`config.mk`:
```
export PLATFORM = sky130hd
export DESIGN_NAME = cca_device_flat
export DESIGN_NICKNAME = d
export VERILOG_FILES = /design/src/hw/cca_pkg.sv /design/src/hw/cca_if.sv /design/src/hw/cca_device.sv /design/src/flat_wrapper.sv
export VERILOG_INCLUDE_DIRS = /design/src /design/src/hw
export SDC_FILE = /design/constraint.sdc
export NUM_CORES = 1
export LEC_CHECK = 0
export ABC_AREA = 1
export BUFFER_PORTS_ARGS = -buffer_cell sky130_fd_sc_hd__buf_2
export CORE_MARGIN = 2
export CORE_UTILIZATION = 55
export CTS_CLUSTER_DIAMETER = 30
export DETAILED_ROUTE_END_ITERATION = 12
export PLACE_DENSITY = 0.72
export SYNTH_ARGS = -nofsm -noshare
export SYNTH_HDL_FRONTEND = slang
export SYNTH_SLANG_ARGS = --single-unit
```
`constraint.sdc`:
```
create_clock -name i_clock -period 3.6 [get_ports i_clock]
set_input_delay 0 -clock i_clock [delete_from_list [all_inputs] [get_ports i_clock]]
set_output_delay 0 -clock i_clock [all_outputs]
set_load 0.01 [all_outputs]
```
`src/hw/cca_consts.svh`:
```
// constants for the counter array: sfr map, field positions, reset values, timing
`ifndef CCA_CONSTS_SVH
`define CCA_CONSTS_SVH
// device sfr addresses
`define CCA_SFR_CTRL    8'hd8
`define CCA_SFR_MODE    8'hd9
`define CCA_SFR_MMODE0  8'hda
`define CCA_SFR_CNT_LO  8'he9
`define CCA_SFR_CMPLO0  8'hea
`define CCA_SFR_CNT_HI  8'hf9
`define CCA_SFR_CMPHI0  8'hfa
// array_control_reg bits
`define CCA_CTRL_OVF    7
`define CCA_CTRL_RUN    6
// array_mode_reg bits
`define CCA_MODE_IDLE   7
`define CCA_MODE_SEL_HI 2
`define CCA_MODE_SEL_LO 1
`define CCA_MODE_OVF_IE 0
// module_mode_reg bits
`define CCA_MM_CMP_EN   6
`define CCA_MM_RISE     5
`define CCA_MM_FALL     4
`define CCA_MM_MATCH    3
`define CCA_MM_TOGGLE   2
`define CCA_MM_PWM      1
`define CCA_MM_IRQ_EN   0
// timebase codes
`define CCA_TB_SLOW     2'b00
`define CCA_TB_FAST     2'b01
`define CCA_TB_TMR0     2'b10
`define CCA_TB_EXT      2'b11
// timebase dividers in system clocks
`define CCA_DIV_SLOW    12
`define CCA_DIV_FAST    4
`define CCA_RST_BYTE    8'h00
// host apb map and control fields
`define CCA_APB_CTRL    12'h000
`define CCA_APB_STAT    12'h004
`define CCA_HC_WDATA    8
`define CCA_HC_GO_WR    16
`define CCA_HC_GO_RD    17
`define CCA_HC_GEN      24
`define CCA_HC_GRP      25
`define CCA_HC_IDLE     26
`endif

```
`src/hw/cca_pkg.sv`:
```
// types shared by both ends of the counter array
`default_nettype none
package cca_pkg;
   // module operating modes, one-hot
   typedef enum logic [4:0] {
      CCA_M_NONE = 5'h01,
      CCA_M_CAP  = 5'h02,
      CCA_M_TMR  = 5'h04,
      CCA_M_HSO  = 5'h08,
      CCA_M_PWM  = 5'h10
   } cca_mode_t;

   // complete state of the device end
   typedef struct packed {
      logic [15:0]      cnt;       // counter
      logic [7:0]       hi_latch;  // high byte caught by low read
      logic [3:0]       pre;       // prescaler
      logic [1:0]       ext_s;     // external count synchroniser
      logic             ext_p;     // previous synced level
      logic [4:0]       pin_s1;    // pin synchroniser stage 1
      logic [4:0]       pin_s2;    // pin synchroniser stage 2
      logic [4:0]       pin_p;     // previous synced pin
      logic             ovf;       // overflow_flag
      logic             run;       // counter_run
      logic             idle_susp; // idle_suspend_select
      logic [1:0]       sel;       // timebase select
      logic             ovf_ie;    // overflow_irq_enable
      logic [4:0]       flag;      // module_event_flag
      logic [4:0][7:0]  mmode;     // module_mode_reg
      logic [4:0][15:0] cmp;       // compare pair
      logic [4:0]       pin_out;   // pin levels
      logic [4:0]       pin_oe;    // pin enables
      logic [7:0]       rdata;     // sfr read data
      logic             rvalid;    // read answer strobe
      logic             irq;       // gated request
   } cca_dev_t;

   // complete state of the host end
   typedef struct packed {
      logic [7:0]  addr;   // sfr address of next order
      logic [7:0]  wdata;  // sfr write data
      logic        gen;    // global_interrupt_enable
      logic        grp;    // array_group_irq_enable
      logic        idle;   // core idle
      logic        wr;     // sfr write pulse
      logic        rd;     // sfr read pulse
      logic        busy;   // read in flight
      logic [7:0]  rbyte;  // last byte read
      logic        ack;    // apb answer ready
      logic [31:0] prdata; // apb read data
      logic        perr;   // apb error
   } cca_host_t;
endpackage
`default_nettype wire

```
`src/hw/cca_if.sv`:
```
// link between the cpu side and the counter array
`timescale 1ns/1ps
`default_nettype none
interface cca_if;
   logic [7:0] sfr_addr;  // register address
   logic [7:0] sfr_wdata; // write data
   logic       sfr_wr;    // write strobe
   logic       sfr_rd;    // read strobe
   logic [7:0] sfr_rdata; // read data
   logic       sfr_rvalid;// read answer
   logic       irq;       // interrupt request
   logic       gen;       // global_interrupt_enable
   logic       grp;       // array_group_irq_enable
   logic       core_idle; // cpu core in idle

   modport dev (input sfr_addr, sfr_wdata, sfr_wr, sfr_rd, gen, grp, core_idle,
                output sfr_rdata, sfr_rvalid, irq);
   modport cpu (output sfr_addr, sfr_wdata, sfr_wr, sfr_rd, gen, grp, core_idle,
                input sfr_rdata, sfr_rvalid, irq);
endinterface
`default_nettype wire

```
`src/hw/cca_device.sv`:
```
// counter array: counter, timebase and five capture/compare modules
`include "cca_consts.svh"
`timescale 1ns/1ps
`default_nettype none
module cca_device (
   input  wire logic       i_clock,
   input  wire logic       i_rst_n,
   cca_if.dev              bus,
   input  wire logic       i_external_count_input,
   input  wire logic       i_timer0_ovf,
   input  wire logic [4:0] i_module_pin,
   output logic      [4:0] o_module_pin,
   output logic      [4:0] o_module_pin_oe
);
   localparam int NMOD = 5;

   cca_pkg::cca_dev_t s_r;   // current state
   cca_pkg::cca_dev_t s_nxt; // next state

   // mode byte to operating mode; anything unlisted is inert
   function automatic cca_pkg::cca_mode_t mode_of(input logic [7:0] m);
      logic cmp_en;
      logic r_en;
      logic f_en;
      logic match;
      logic toggle;
      logic pwm;
      cmp_en = m[`CCA_MM_CMP_EN];
      r_en   = m[`CCA_MM_RISE];
      f_en   = m[`CCA_MM_FALL];
      match  = m[`CCA_MM_MATCH];
      toggle = m[`CCA_MM_TOGGLE];
      pwm    = m[`CCA_MM_PWM];
      if ((r_en | f_en) && !match && !toggle && !pwm) begin
         mode_of = cca_pkg::CCA_M_CAP;
      end else if (cmp_en && !r_en && !f_en && match && !toggle && !pwm) begin
         mode_of = cca_pkg::CCA_M_TMR;
      end else if (cmp_en && !r_en && !f_en && match && toggle && !pwm) begin
         mode_of = cca_pkg::CCA_M_HSO;
      end else if (cmp_en && !r_en && !f_en && !toggle && pwm) begin
         mode_of = cca_pkg::CCA_M_PWM; // match bit ignored here
      end else begin
         mode_of = cca_pkg::CCA_M_NONE;
      end
   endfunction

   logic        tick;     // selected timebase event
   logic        adv;      // counter advances this cycle
   logic [15:0] nc;       // counter value after advance
   logic        ext_fall; // synced external falling edge
   logic [3:0]  pre_inc;  // prescaler plus one

   // next-state logic for the whole block
   always_comb begin
      cca_pkg::cca_mode_t md;
      logic rise;
      logic fall;
      logic hit;
      md    = cca_pkg::CCA_M_NONE;
      rise  = 1'b0;
      fall  = 1'b0;
      hit   = 1'b0;
      s_nxt = s_r;
      s_nxt.rvalid = 1'b0;

      // synchronisers; stage 1 feeds stage 2 only
      s_nxt.ext_s  = {s_r.ext_s[0], i_external_count_input};
      s_nxt.ext_p  = s_r.ext_s[1];
      s_nxt.pin_s1 = i_module_pin;
      s_nxt.pin_s2 = s_r.pin_s1;
      s_nxt.pin_p  = s_r.pin_s2;
      ext_fall     = s_r.ext_p & ~s_r.ext_s[1];

      // prescaler runs freely so timebase phase is independent of run
      pre_inc = s_r.pre + 4'h1;
      s_nxt.pre = (pre_inc == 4'(`CCA_DIV_SLOW)) ? 4'h0 : pre_inc;
      case (s_r.sel)
         `CCA_TB_SLOW: tick = (pre_inc == 4'(`CCA_DIV_SLOW));
         `CCA_TB_FAST: tick = (pre_inc[1:0] == 2'(`CCA_DIV_FAST));
         `CCA_TB_TMR0: tick = i_timer0_ovf;
         default:      tick = ext_fall;
      endcase
      // idle stops the count only when idle suspend is selected
      adv = tick & s_r.run & ~(s_r.idle_susp & bus.core_idle);
      nc  = s_r.cnt + 16'h0001;
      if (adv) begin
         s_nxt.cnt = nc;
      end

      // sfr writes; hardware events below override clears
      if (bus.sfr_wr) begin
         if (bus.sfr_addr == `CCA_SFR_CTRL) begin
            s_nxt.ovf  = bus.sfr_wdata[`CCA_CTRL_OVF];
            s_nxt.run  = bus.sfr_wdata[`CCA_CTRL_RUN];
            s_nxt.flag = bus.sfr_wdata[4:0];
         end else if (bus.sfr_addr == `CCA_SFR_MODE) begin
            s_nxt.idle_susp = bus.sfr_wdata[`CCA_MODE_IDLE];
            s_nxt.sel = bus.sfr_wdata[`CCA_MODE_SEL_HI:`CCA_MODE_SEL_LO];
            s_nxt.ovf_ie = bus.sfr_wdata[`CCA_MODE_OVF_IE];
         end else if (bus.sfr_addr == `CCA_SFR_CNT_LO) begin
            s_nxt.cnt[7:0] = bus.sfr_wdata;
         end else if (bus.sfr_addr == `CCA_SFR_CNT_HI) begin
            s_nxt.cnt[15:8] = bus.sfr_wdata;
         end else begin
            for (int i = 0; i < NMOD; i++) begin
               if (bus.sfr_addr == `CCA_SFR_MMODE0 + 8'(i)) begin
                  s_nxt.mmode[i] = bus.sfr_wdata;
               end else if (bus.sfr_addr == `CCA_SFR_CMPLO0 + 8'(i)) begin
                  s_nxt.cmp[i][7:0] = bus.sfr_wdata;
               end else if (bus.sfr_addr == `CCA_SFR_CMPHI0 + 8'(i)) begin
                  s_nxt.cmp[i][15:8] = bus.sfr_wdata;
               end
            end
         end
      end

      // sfr reads; the counter itself is only looked at, never touched
      if (bus.sfr_rd) begin
         s_nxt.rvalid = 1'b1;
         s_nxt.rdata  = `CCA_RST_BYTE;
         if (bus.sfr_addr == `CCA_SFR_CTRL) begin
            s_nxt.rdata = {s_r.ovf, s_r.run, 1'b0, s_r.flag};
         end else if (bus.sfr_addr == `CCA_SFR_MODE) begin
            s_nxt.rdata = {s_r.idle_susp, 4'h0, s_r.sel, s_r.ovf_ie};
         end else if (bus.sfr_addr == `CCA_SFR_CNT_LO) begin
            s_nxt.rdata    = s_r.cnt[7:0];
            s_nxt.hi_latch = s_r.cnt[15:8];
         end else if (bus.sfr_addr == `CCA_SFR_CNT_HI) begin
            s_nxt.rdata = s_r.hi_latch;
         end else begin
            for (int i = 0; i < NMOD; i++) begin
               if (bus.sfr_addr == `CCA_SFR_MMODE0 + 8'(i)) begin
                  s_nxt.rdata = s_r.mmode[i];
               end else if (bus.sfr_addr == `CCA_SFR_CMPLO0 + 8'(i)) begin
                  s_nxt.rdata = s_r.cmp[i][7:0];
               end else if (bus.sfr_addr == `CCA_SFR_CMPHI0 + 8'(i)) begin
                  s_nxt.rdata = s_r.cmp[i][15:8];
               end
            end
         end
      end

      // overflow flag: set wins over a same-cycle clear
      if (adv && s_r.cnt == 16'hffff) begin
         s_nxt.ovf = 1'b1;
      end

      // modules, each on its own mode
      for (int i = 0; i < NMOD; i++) begin
         md   = mode_of(s_r.mmode[i]);
         rise = s_r.pin_s2[i] & ~s_r.pin_p[i];
         fall = ~s_r.pin_s2[i] & s_r.pin_p[i];
         // matches are judged on the value just reached, so a stalled
         // counter cannot toggle a pin over and over
         hit  = adv && (nc == s_r.cmp[i]);
         s_nxt.pin_oe[i] = (mode_of(s_nxt.mmode[i]) == cca_pkg::CCA_M_HSO) ||
                           (mode_of(s_nxt.mmode[i]) == cca_pkg::CCA_M_PWM);
         case (md)
            cca_pkg::CCA_M_CAP: begin
               if ((rise && s_r.mmode[i][`CCA_MM_RISE]) ||
                   (fall && s_r.mmode[i][`CCA_MM_FALL])) begin
                  s_nxt.cmp[i]  = s_r.cnt;
                  s_nxt.flag[i] = 1'b1;
               end
            end
            cca_pkg::CCA_M_TMR: begin
               if (hit) begin
                  s_nxt.flag[i] = 1'b1;
               end
            end
            cca_pkg::CCA_M_HSO: begin
               if (hit) begin
                  s_nxt.pin_out[i] = ~s_r.pin_out[i];
                  s_nxt.flag[i]    = 1'b1;
               end
            end
            cca_pkg::CCA_M_PWM: begin
               if (adv && s_r.cnt[7:0] == 8'hff) begin
                  s_nxt.pin_out[i]  = 1'b0;
                  s_nxt.cmp[i][7:0] = s_r.cmp[i][15:8];
               end
               // equal low bytes win over the wrap when both fall together
               if (adv && nc[7:0] == s_r.cmp[i][7:0]) begin
                  s_nxt.pin_out[i] = 1'b1;
               end
            end
            default: begin
               s_nxt.pin_out[i] = s_r.pin_out[i];
            end
         endcase
      end

      // request only when both cpu enables allow it
      s_nxt.irq = bus.gen & bus.grp &
                  ((s_r.ovf & s_r.ovf_ie) |
                   (|(s_r.flag & {s_r.mmode[4][`CCA_MM_IRQ_EN], s_r.mmode[3][`CCA_MM_IRQ_EN],
                                  s_r.mmode[2][`CCA_MM_IRQ_EN], s_r.mmode[1][`CCA_MM_IRQ_EN],
                                  s_r.mmode[0][`CCA_MM_IRQ_EN]})));
   end

   // single state register
   always_ff @(posedge i_clock or negedge i_rst_n) begin
      if (!i_rst_n) begin
         s_r <= '0;
      end else begin
         s_r <= s_nxt;
      end
   end

   assign bus.sfr_rdata   = s_r.rdata;
   assign bus.sfr_rvalid  = s_r.rvalid;
   assign bus.irq         = s_r.irq;
   assign o_module_pin    = s_r.pin_out;
   assign o_module_pin_oe = s_r.pin_oe;
endmodule // cca_device
`default_nettype wire

```
`src/flat_wrapper.sv`:
```
// flat-port wrapper written by rule: the top's interface ports become plain ports
module cca_device_flat 
  (i_clock, i_rst_n, i_external_count_input, i_timer0_ovf, i_module_pin, o_module_pin, o_module_pin_oe, bus_sfr_addr, bus_sfr_wdata, bus_sfr_wr, bus_sfr_rd, bus_gen, bus_grp, bus_core_idle, bus_sfr_rdata, bus_sfr_rvalid, bus_irq);
  cca_if bus_i ();
  input  wire logic i_clock;
  input  wire logic i_rst_n;
  input  wire logic i_external_count_input;
  input  wire logic i_timer0_ovf;
  input  wire logic [4:0] i_module_pin;
  output logic      [4:0] o_module_pin;
  output logic      [4:0] o_module_pin_oe;
  input wire logic [$bits(bus_i.sfr_addr)-1:0] bus_sfr_addr;
  input wire logic [$bits(bus_i.sfr_wdata)-1:0] bus_sfr_wdata;
  input wire logic [$bits(bus_i.sfr_wr)-1:0] bus_sfr_wr;
  input wire logic [$bits(bus_i.sfr_rd)-1:0] bus_sfr_rd;
  input wire logic [$bits(bus_i.gen)-1:0] bus_gen;
  input wire logic [$bits(bus_i.grp)-1:0] bus_grp;
  input wire logic [$bits(bus_i.core_idle)-1:0] bus_core_idle;
  output wire logic [$bits(bus_i.sfr_rdata)-1:0] bus_sfr_rdata;
  output wire logic [$bits(bus_i.sfr_rvalid)-1:0] bus_sfr_rvalid;
  output wire logic [$bits(bus_i.irq)-1:0] bus_irq;
  assign bus_i.sfr_addr = bus_sfr_addr;
  assign bus_i.sfr_wdata = bus_sfr_wdata;
  assign bus_i.sfr_wr = bus_sfr_wr;
  assign bus_i.sfr_rd = bus_sfr_rd;
  assign bus_i.gen = bus_gen;
  assign bus_i.grp = bus_grp;
  assign bus_i.core_idle = bus_core_idle;
  assign bus_sfr_rdata = bus_i.sfr_rdata;
  assign bus_sfr_rvalid = bus_i.sfr_rvalid;
  assign bus_irq = bus_i.irq;
  cca_device u_core (.i_clock(i_clock), .i_rst_n(i_rst_n), .bus(bus_i), .i_external_count_input(i_external_count_input), .i_timer0_ovf(i_timer0_ovf), .i_module_pin(i_module_pin), .o_module_pin(o_module_pin), .o_module_pin_oe(o_module_pin_oe));
endmodule
```
# After elaboration in Yosys (flattened, before gate mapping)
# Index checks and enable logic that the tools add are counted.
# Widths: inputs -> output; s select.
totals:
  register_bits: 197
  latch_bits: 0
  mem_bits_rw: 0
  mem_bits_ro: 0
  inputBits: 30
  elab_cells: 550
  memories: 0
op_classes:
  n_addsub: 2
  mul: 0
  div_mod_pow: 0
  order_cmp: 0
  eq_ne: 74
  shift: 0
  mux: 155
  bitwise: 50
  n_reduce_logical: 231
op_table:
  columns: ["operator", "count"]
  rows:
  - ["$mux 120", 4]
  - ["$mux 8", 52]
  - ["$mux 16", 14]
  - ["$mux 5", 41]
  - ["$eq 8x8->1 const B", 20]
  - ["$logic_and 1x1->1", 142]
  - ["$mux 131", 1]
  - ["$eq 16x16->1", 5]
  - ["$pmux 8 s2", 5]
  - ["$eq 5x4->1 const B", 10]
  - ["$eq 5x5->1 const B", 10]
  - ["$logic_not 1->1", 50]
  - ["$eq 8x8->1", 5]
  - ["$reduce_and 6->1", 5]
  - ["$eq 5x2->1 const B", 5]
  - ["$eq 5x3->1 const B", 5]
  - ["$mux 1", 23]
  - ["$not 1->1", 21]
  - ["$pmux 1 s2", 10]
  - ["$reduce_and 3->1", 6]
  - ["$and 1x1->1", 17]
  - ["$add 16x1->16 const B", 1]
  - ["$eq 16x16->1 const B", 1]
  - ["$ne 3x1->1 const B", 5]
  - ["other kinds (17)", 54]

# Longest topological paths before layout
logic_depth:
  ltp_word: 20
  depth_mapped: 18
  depth_no_buf: 18

# Least setup slack after synthesis
# No wires, ideal clock.
synth_path:
  path_type: "reg2reg"
  from: "reg u_core.s_r[181] (netlist bit)"
  to: "reg u_core.s_r, in the netlist u_core.o_module_pin[0]"
  setup_ns: 0.113
  t_arrival_ns: 1.956
  required_ns: 3.487
  path_slack_ns: 1.532
  path_stages_with_launch: 14
  synth_period_minus_slack_ns: 2.068
  cell_sequence: "dfrtp_1 -> ha_1 -> xnor2_1 -> inv_1 -> a21oi_1 -> o21ai_0 -> nor2_1 -> nand3_1 -> nor2_1 -> nand3_1 -> nand2_1 -> nand3_1 -> nand2_1 -> inv_1"
synth_via:
  elab_chain_len: 5
synth_rtl:
  columns: ["element", "line", "source"]
  rows:
  - ["from (decl)", "cca_device.sv:17", "cca_pkg::cca_dev_t s_r;"]
  - ["from (signal assigned)", "cca_device.sv:206", "s_r <= s_nxt;"]
  - ["$add 16x1->16", "cca_device.sv:85", "nc = s_r.cnt + 16'h0001;"]
  - ["$eq 16x16->1 / $eq 8x8->1 (equally long branches)", "cca_device.sv:155, cca_device.sv:183", null]
  - ["$logic_and 1x1->1 (on tied branches)", "cca_device.sv:155, cca_device.sv:183", null]
  - ["$ne 2x1->1 (no source line) (tied with other cells)", null, null]
  - ["$reduce_and 3->1 (no source line) / $pmux 1 s2 (equally long branches)", null, null]
# Parallel ways exist; a longest one is shown, timed or not.
# A chain may end at the register's enable or synchronous reset.

# Worst setup path in the final report
layout_path:
  from: "reg u_core.s_r[182] (netlist bit)"
  to: "reg u_core.s_r, in the netlist u_core.o_module_pin[2]"
# The elaborated chain is that of the path after synthesis.

==> results.md <==
- Status: complete, no violations
- DR vias/cell: 6.42
- CTS max path bufs: 2
- Register clock-pin slew on the reported worst setup and hold paths: 0.08 ns
- CTS buffer count: 17
- Mapped Cells: ~1.7k
- Largest net degree at the start of global routing: 106
- Die ar.: 23500 um2
- All-Layer GR Usage: 44.9%
- DRC viols: 0
- Cell Area, Synth: ~12000 um2
- Antenna Nets Post-Route: 0
- Total negative slack: 0 ns
- R2r worst-path depth: 16
- LEAKAGE: 6.40 nW
- Vias: 12.9k
- Io pins: 50
- Syn Nets: 1725
- Share of cells above drive strength 1: 10.6%
- Power Density: 536 nW/um2
- Max Slew Vio Count: 0
- Slew margin rel.: 29.1%
- Tmin final: 2.90 ns
- RD Place Congestion: around 1.1
- Core area: ~22000 um2
- Routed wire length: 52600 um
- YS warnings: 0
- Asr flop ratio synth: 100%
- Most frequent cells in the layout: 441 x nand2_1, 218 x inv_1, 197 x dfrtp_1
- Hold Crit Depth: 3
- WP data required: between 3 and 4 ns
- FP Rows: 54
- RR Endpoint: u_core.o_module_pin[2]
- Clock latency at the later pin of the worst-skew pair: 0.45 ns
- Number of global-route vias before repair: 12.3k
- Critical path type: register to register
- Reg2reg start: u_core.s_r[182]
- EDFF count, synth: 0
- Yosys cell types: 50
- Count of port buffers added during placement: just under 50
- Maximum clock frequency: 345 MHz
- H-tree Lvls: 4
- Top_reg_cell synth: dfrtp_1
- Fin nets: 1754
- Worst hold-check path type: primary input to register
- Final hold slack: about 0.042 ns
- Tcrit/Tclk final: 80.5%
- Endpoint class of the critical path: register
- DP HPWL: around 37000 um
- Commonest non-fill, non-tap cell in the layout: nand2_1
- HP Start: bus_sfr_wdata[6]
- Post-Route Skew: 0.0126 ns
- Final number of hold-violating endpoints: 0
- Sink Count: 197
- Global-route wire length before repair: 77500 um
- Initial antenna violation count: 0
- Crit path DAT: 3.25 ns
- Total grt overflow: 0
- RSZ-0062 raised after global routing: no
- Layout area overhead: 8.87%
- Initial core utilization: between 50% and 60%
- Synthesized flop and latch total: about 200
- Worst Path Max Fanout: 6
- DR WL/cell: 26.1 um
- Setup-failing EPs final: 0
- Sequential fraction of the synthesis area: 40.2%
- Max Cap Violations: 0
- Syn Area/Cell: roughly 7.2 um2
- Least-Margin Pin Slew: 1.06 ns
- R2R Setup Slk: around 0.7 ns
- Drt first-iter violations: 1825
- Die Height: 153 um
- VDD IR-drop max: 0.350 mV
- Pre-antenna DRT Iters: 6
- CTS tree: yes
- Die X: 153 um
- Worst hold path endpoint: u_core.s_r[149]
- CP Launch Type: register
- CTS root buffer: clkbuf_16
[flip-flops by register name, summed over array words and instances, names as in the netlist]
signal and flops:
u_core.s_nxt 12, u_core.o_module_pin 5, u_core.s_r 165, u_core.bus.sfr_rdata 8, u_core.bus.sfr_rvalid 1, u_core.bus.irq 1, u_core.o_module_pin_oe 5
[routing by layer]
layer | vias up | track usage [%] | part of all wire, % | routed length (um)
met2 | 946 | 66.3 | 42 | 22300
met5 | - | 0 | 0 | 0
met4 | 0 | 31.3 | 8.1 | 4260
met3 | 266 | 12.3 | 12 | 6350
met1 | 6029 | 57.2 | 37 | 19700
li1 | 5700 | - | - | -
[worst max-delay path by stage]
| stage | from | endpoint | slack [ns] | cells past startpoint |
|---|---|---|---|---|
| after floorplan | u_core.s_r[181] | u_core.o_module_pin[0] | 1.53 | 13 |
| after global placement | u_core.s_r[182] | u_core.o_module_pin[2] | 0.85 | 16 |
| after detailed placement | u_core.s_r[182] | u_core.o_module_pin[2] | 0.83 | 16 |
| after CTS | u_core.s_r[182] | u_core.o_module_pin[2] | 0.83 | 16 |
| after global routing | u_core.s_r[182] | u_core.o_module_pin[2] | 0.51 | 16 |
| final | u_core.s_r[182] | u_core.o_module_pin[2] | 0.70 | 16 |
[kinds of logic after synthesis]
group                    Yosys count  synth area share (%)
multiplexers                       8                 0.653
adder cells (fa/ha/maj)            2                 0.204
AND/OR/NAND/NOR                  761                  27.5
buffers and inverters            299                  9.80
AO/OA/AOI/OAI                    395                  19.5
flip-flops                       197                  40.2
XOR/XNOR                          31                  2.21
[final cells by class]
| type | count | area, um2 |
|---|---|---|
| Antenna cell | 2 | 5.00 |
| Clock buffer | 19 | 453 |
| Clock inverter | 12 | 115 |
| Fill cell | 2045 | 8480 |
| Inverter | 234 | 878 |
| Multi-Input combinational cell | 1197 | 6130 |
| Sequential cell | 197 | 4930 |
| Tap cell | 280 | 350 |
| Timing Repair Buffer | 75 | 487 |
[Yosys cell counts, types with 3 or more instances]
library cell    n  area [um2]
inv_1         218         818
mux2i_1         8        80.1
inv_2          15        56.3
xnor2_1         8        70.1
a221oi_1        8        70.1
o221ai_1       33         289
nor3_1         19        95.1
o21ai_2         3        26.3
nand4_1        25         156
nand2_2        17         106
nand3_1       108         541
a21oi_1        70         350
nor2_2         17         106
buf_4          19         143
nor2_4          5        56.3
nor2_1         94         353
o21ai_1         6        30.0
buf_2           6        30.0
or2_2          11        68.8
clkbuf_1       40         150
nand2_1       441        1660
o211ai_1       49         368
o22ai_1        14        87.6
xor2_1         23         201
nor4_1          7        43.8
nor3_2          7        70.1
o311ai_0        8        70.1
o21a_1          5        37.5
o21ai_0       183         916
a31oi_1         4        25.0
dfrtp_1       197        4930
[critical path: stages (launching register included)]
cell and delay, ns:
dfrtp_1 0.45, ha_1 0.31, nand2_1 0.11, nor2_2 0.23, nand2_1 0.09, nand2_1 0.40
inv_2 0.20, nand2_1 0.10, nand4_1 0.07, a21oi_1 0.12, nand3_1 0.14, nor2_1 0.12
nand3_1 0.15, nand2_1 0.12, nand3_1 0.07, nand2_1 0.07, inv_1 0.04
[report_power, final]
group | total [mW] | internal (mW) | switching, mW
Sequential | 2.77 | 2.44 | 0.327
Combinational | 2.46 | 0.627 | 1.83
Clock | 1.93 | 0.949 | 0.978
[per-stage QoR]
stage | area [um2] | instances | worst slack [ns] | util, % | total power, mW
4_1_cts | 13300 | 2014 | 0.827 | 61.1 | 6.98
3_3_place_gp | 12700 | 1973 | 0.855 | 58.1 | 5.07
6_report | 13300 | 2016 | 0.702 | 61.2 | 7.15
3_5_place_dp | 12700 | 1973 | 0.827 | 58.1 | 5.09
5_1_grt | 13300 | 2014 | 0.513 | 61.1 | 7.34
2_1_floorplan | 12300 | 1693 | 1.53 | - | 4.04
[timing repair]
action                                 CTS  global route
endpoints found under the hold margin  115             0
buffers inserted                         0             0
resized for setup                        0             0
hold buffers                            10             0
Note: power is estimated with default switching activity, not from simulation.
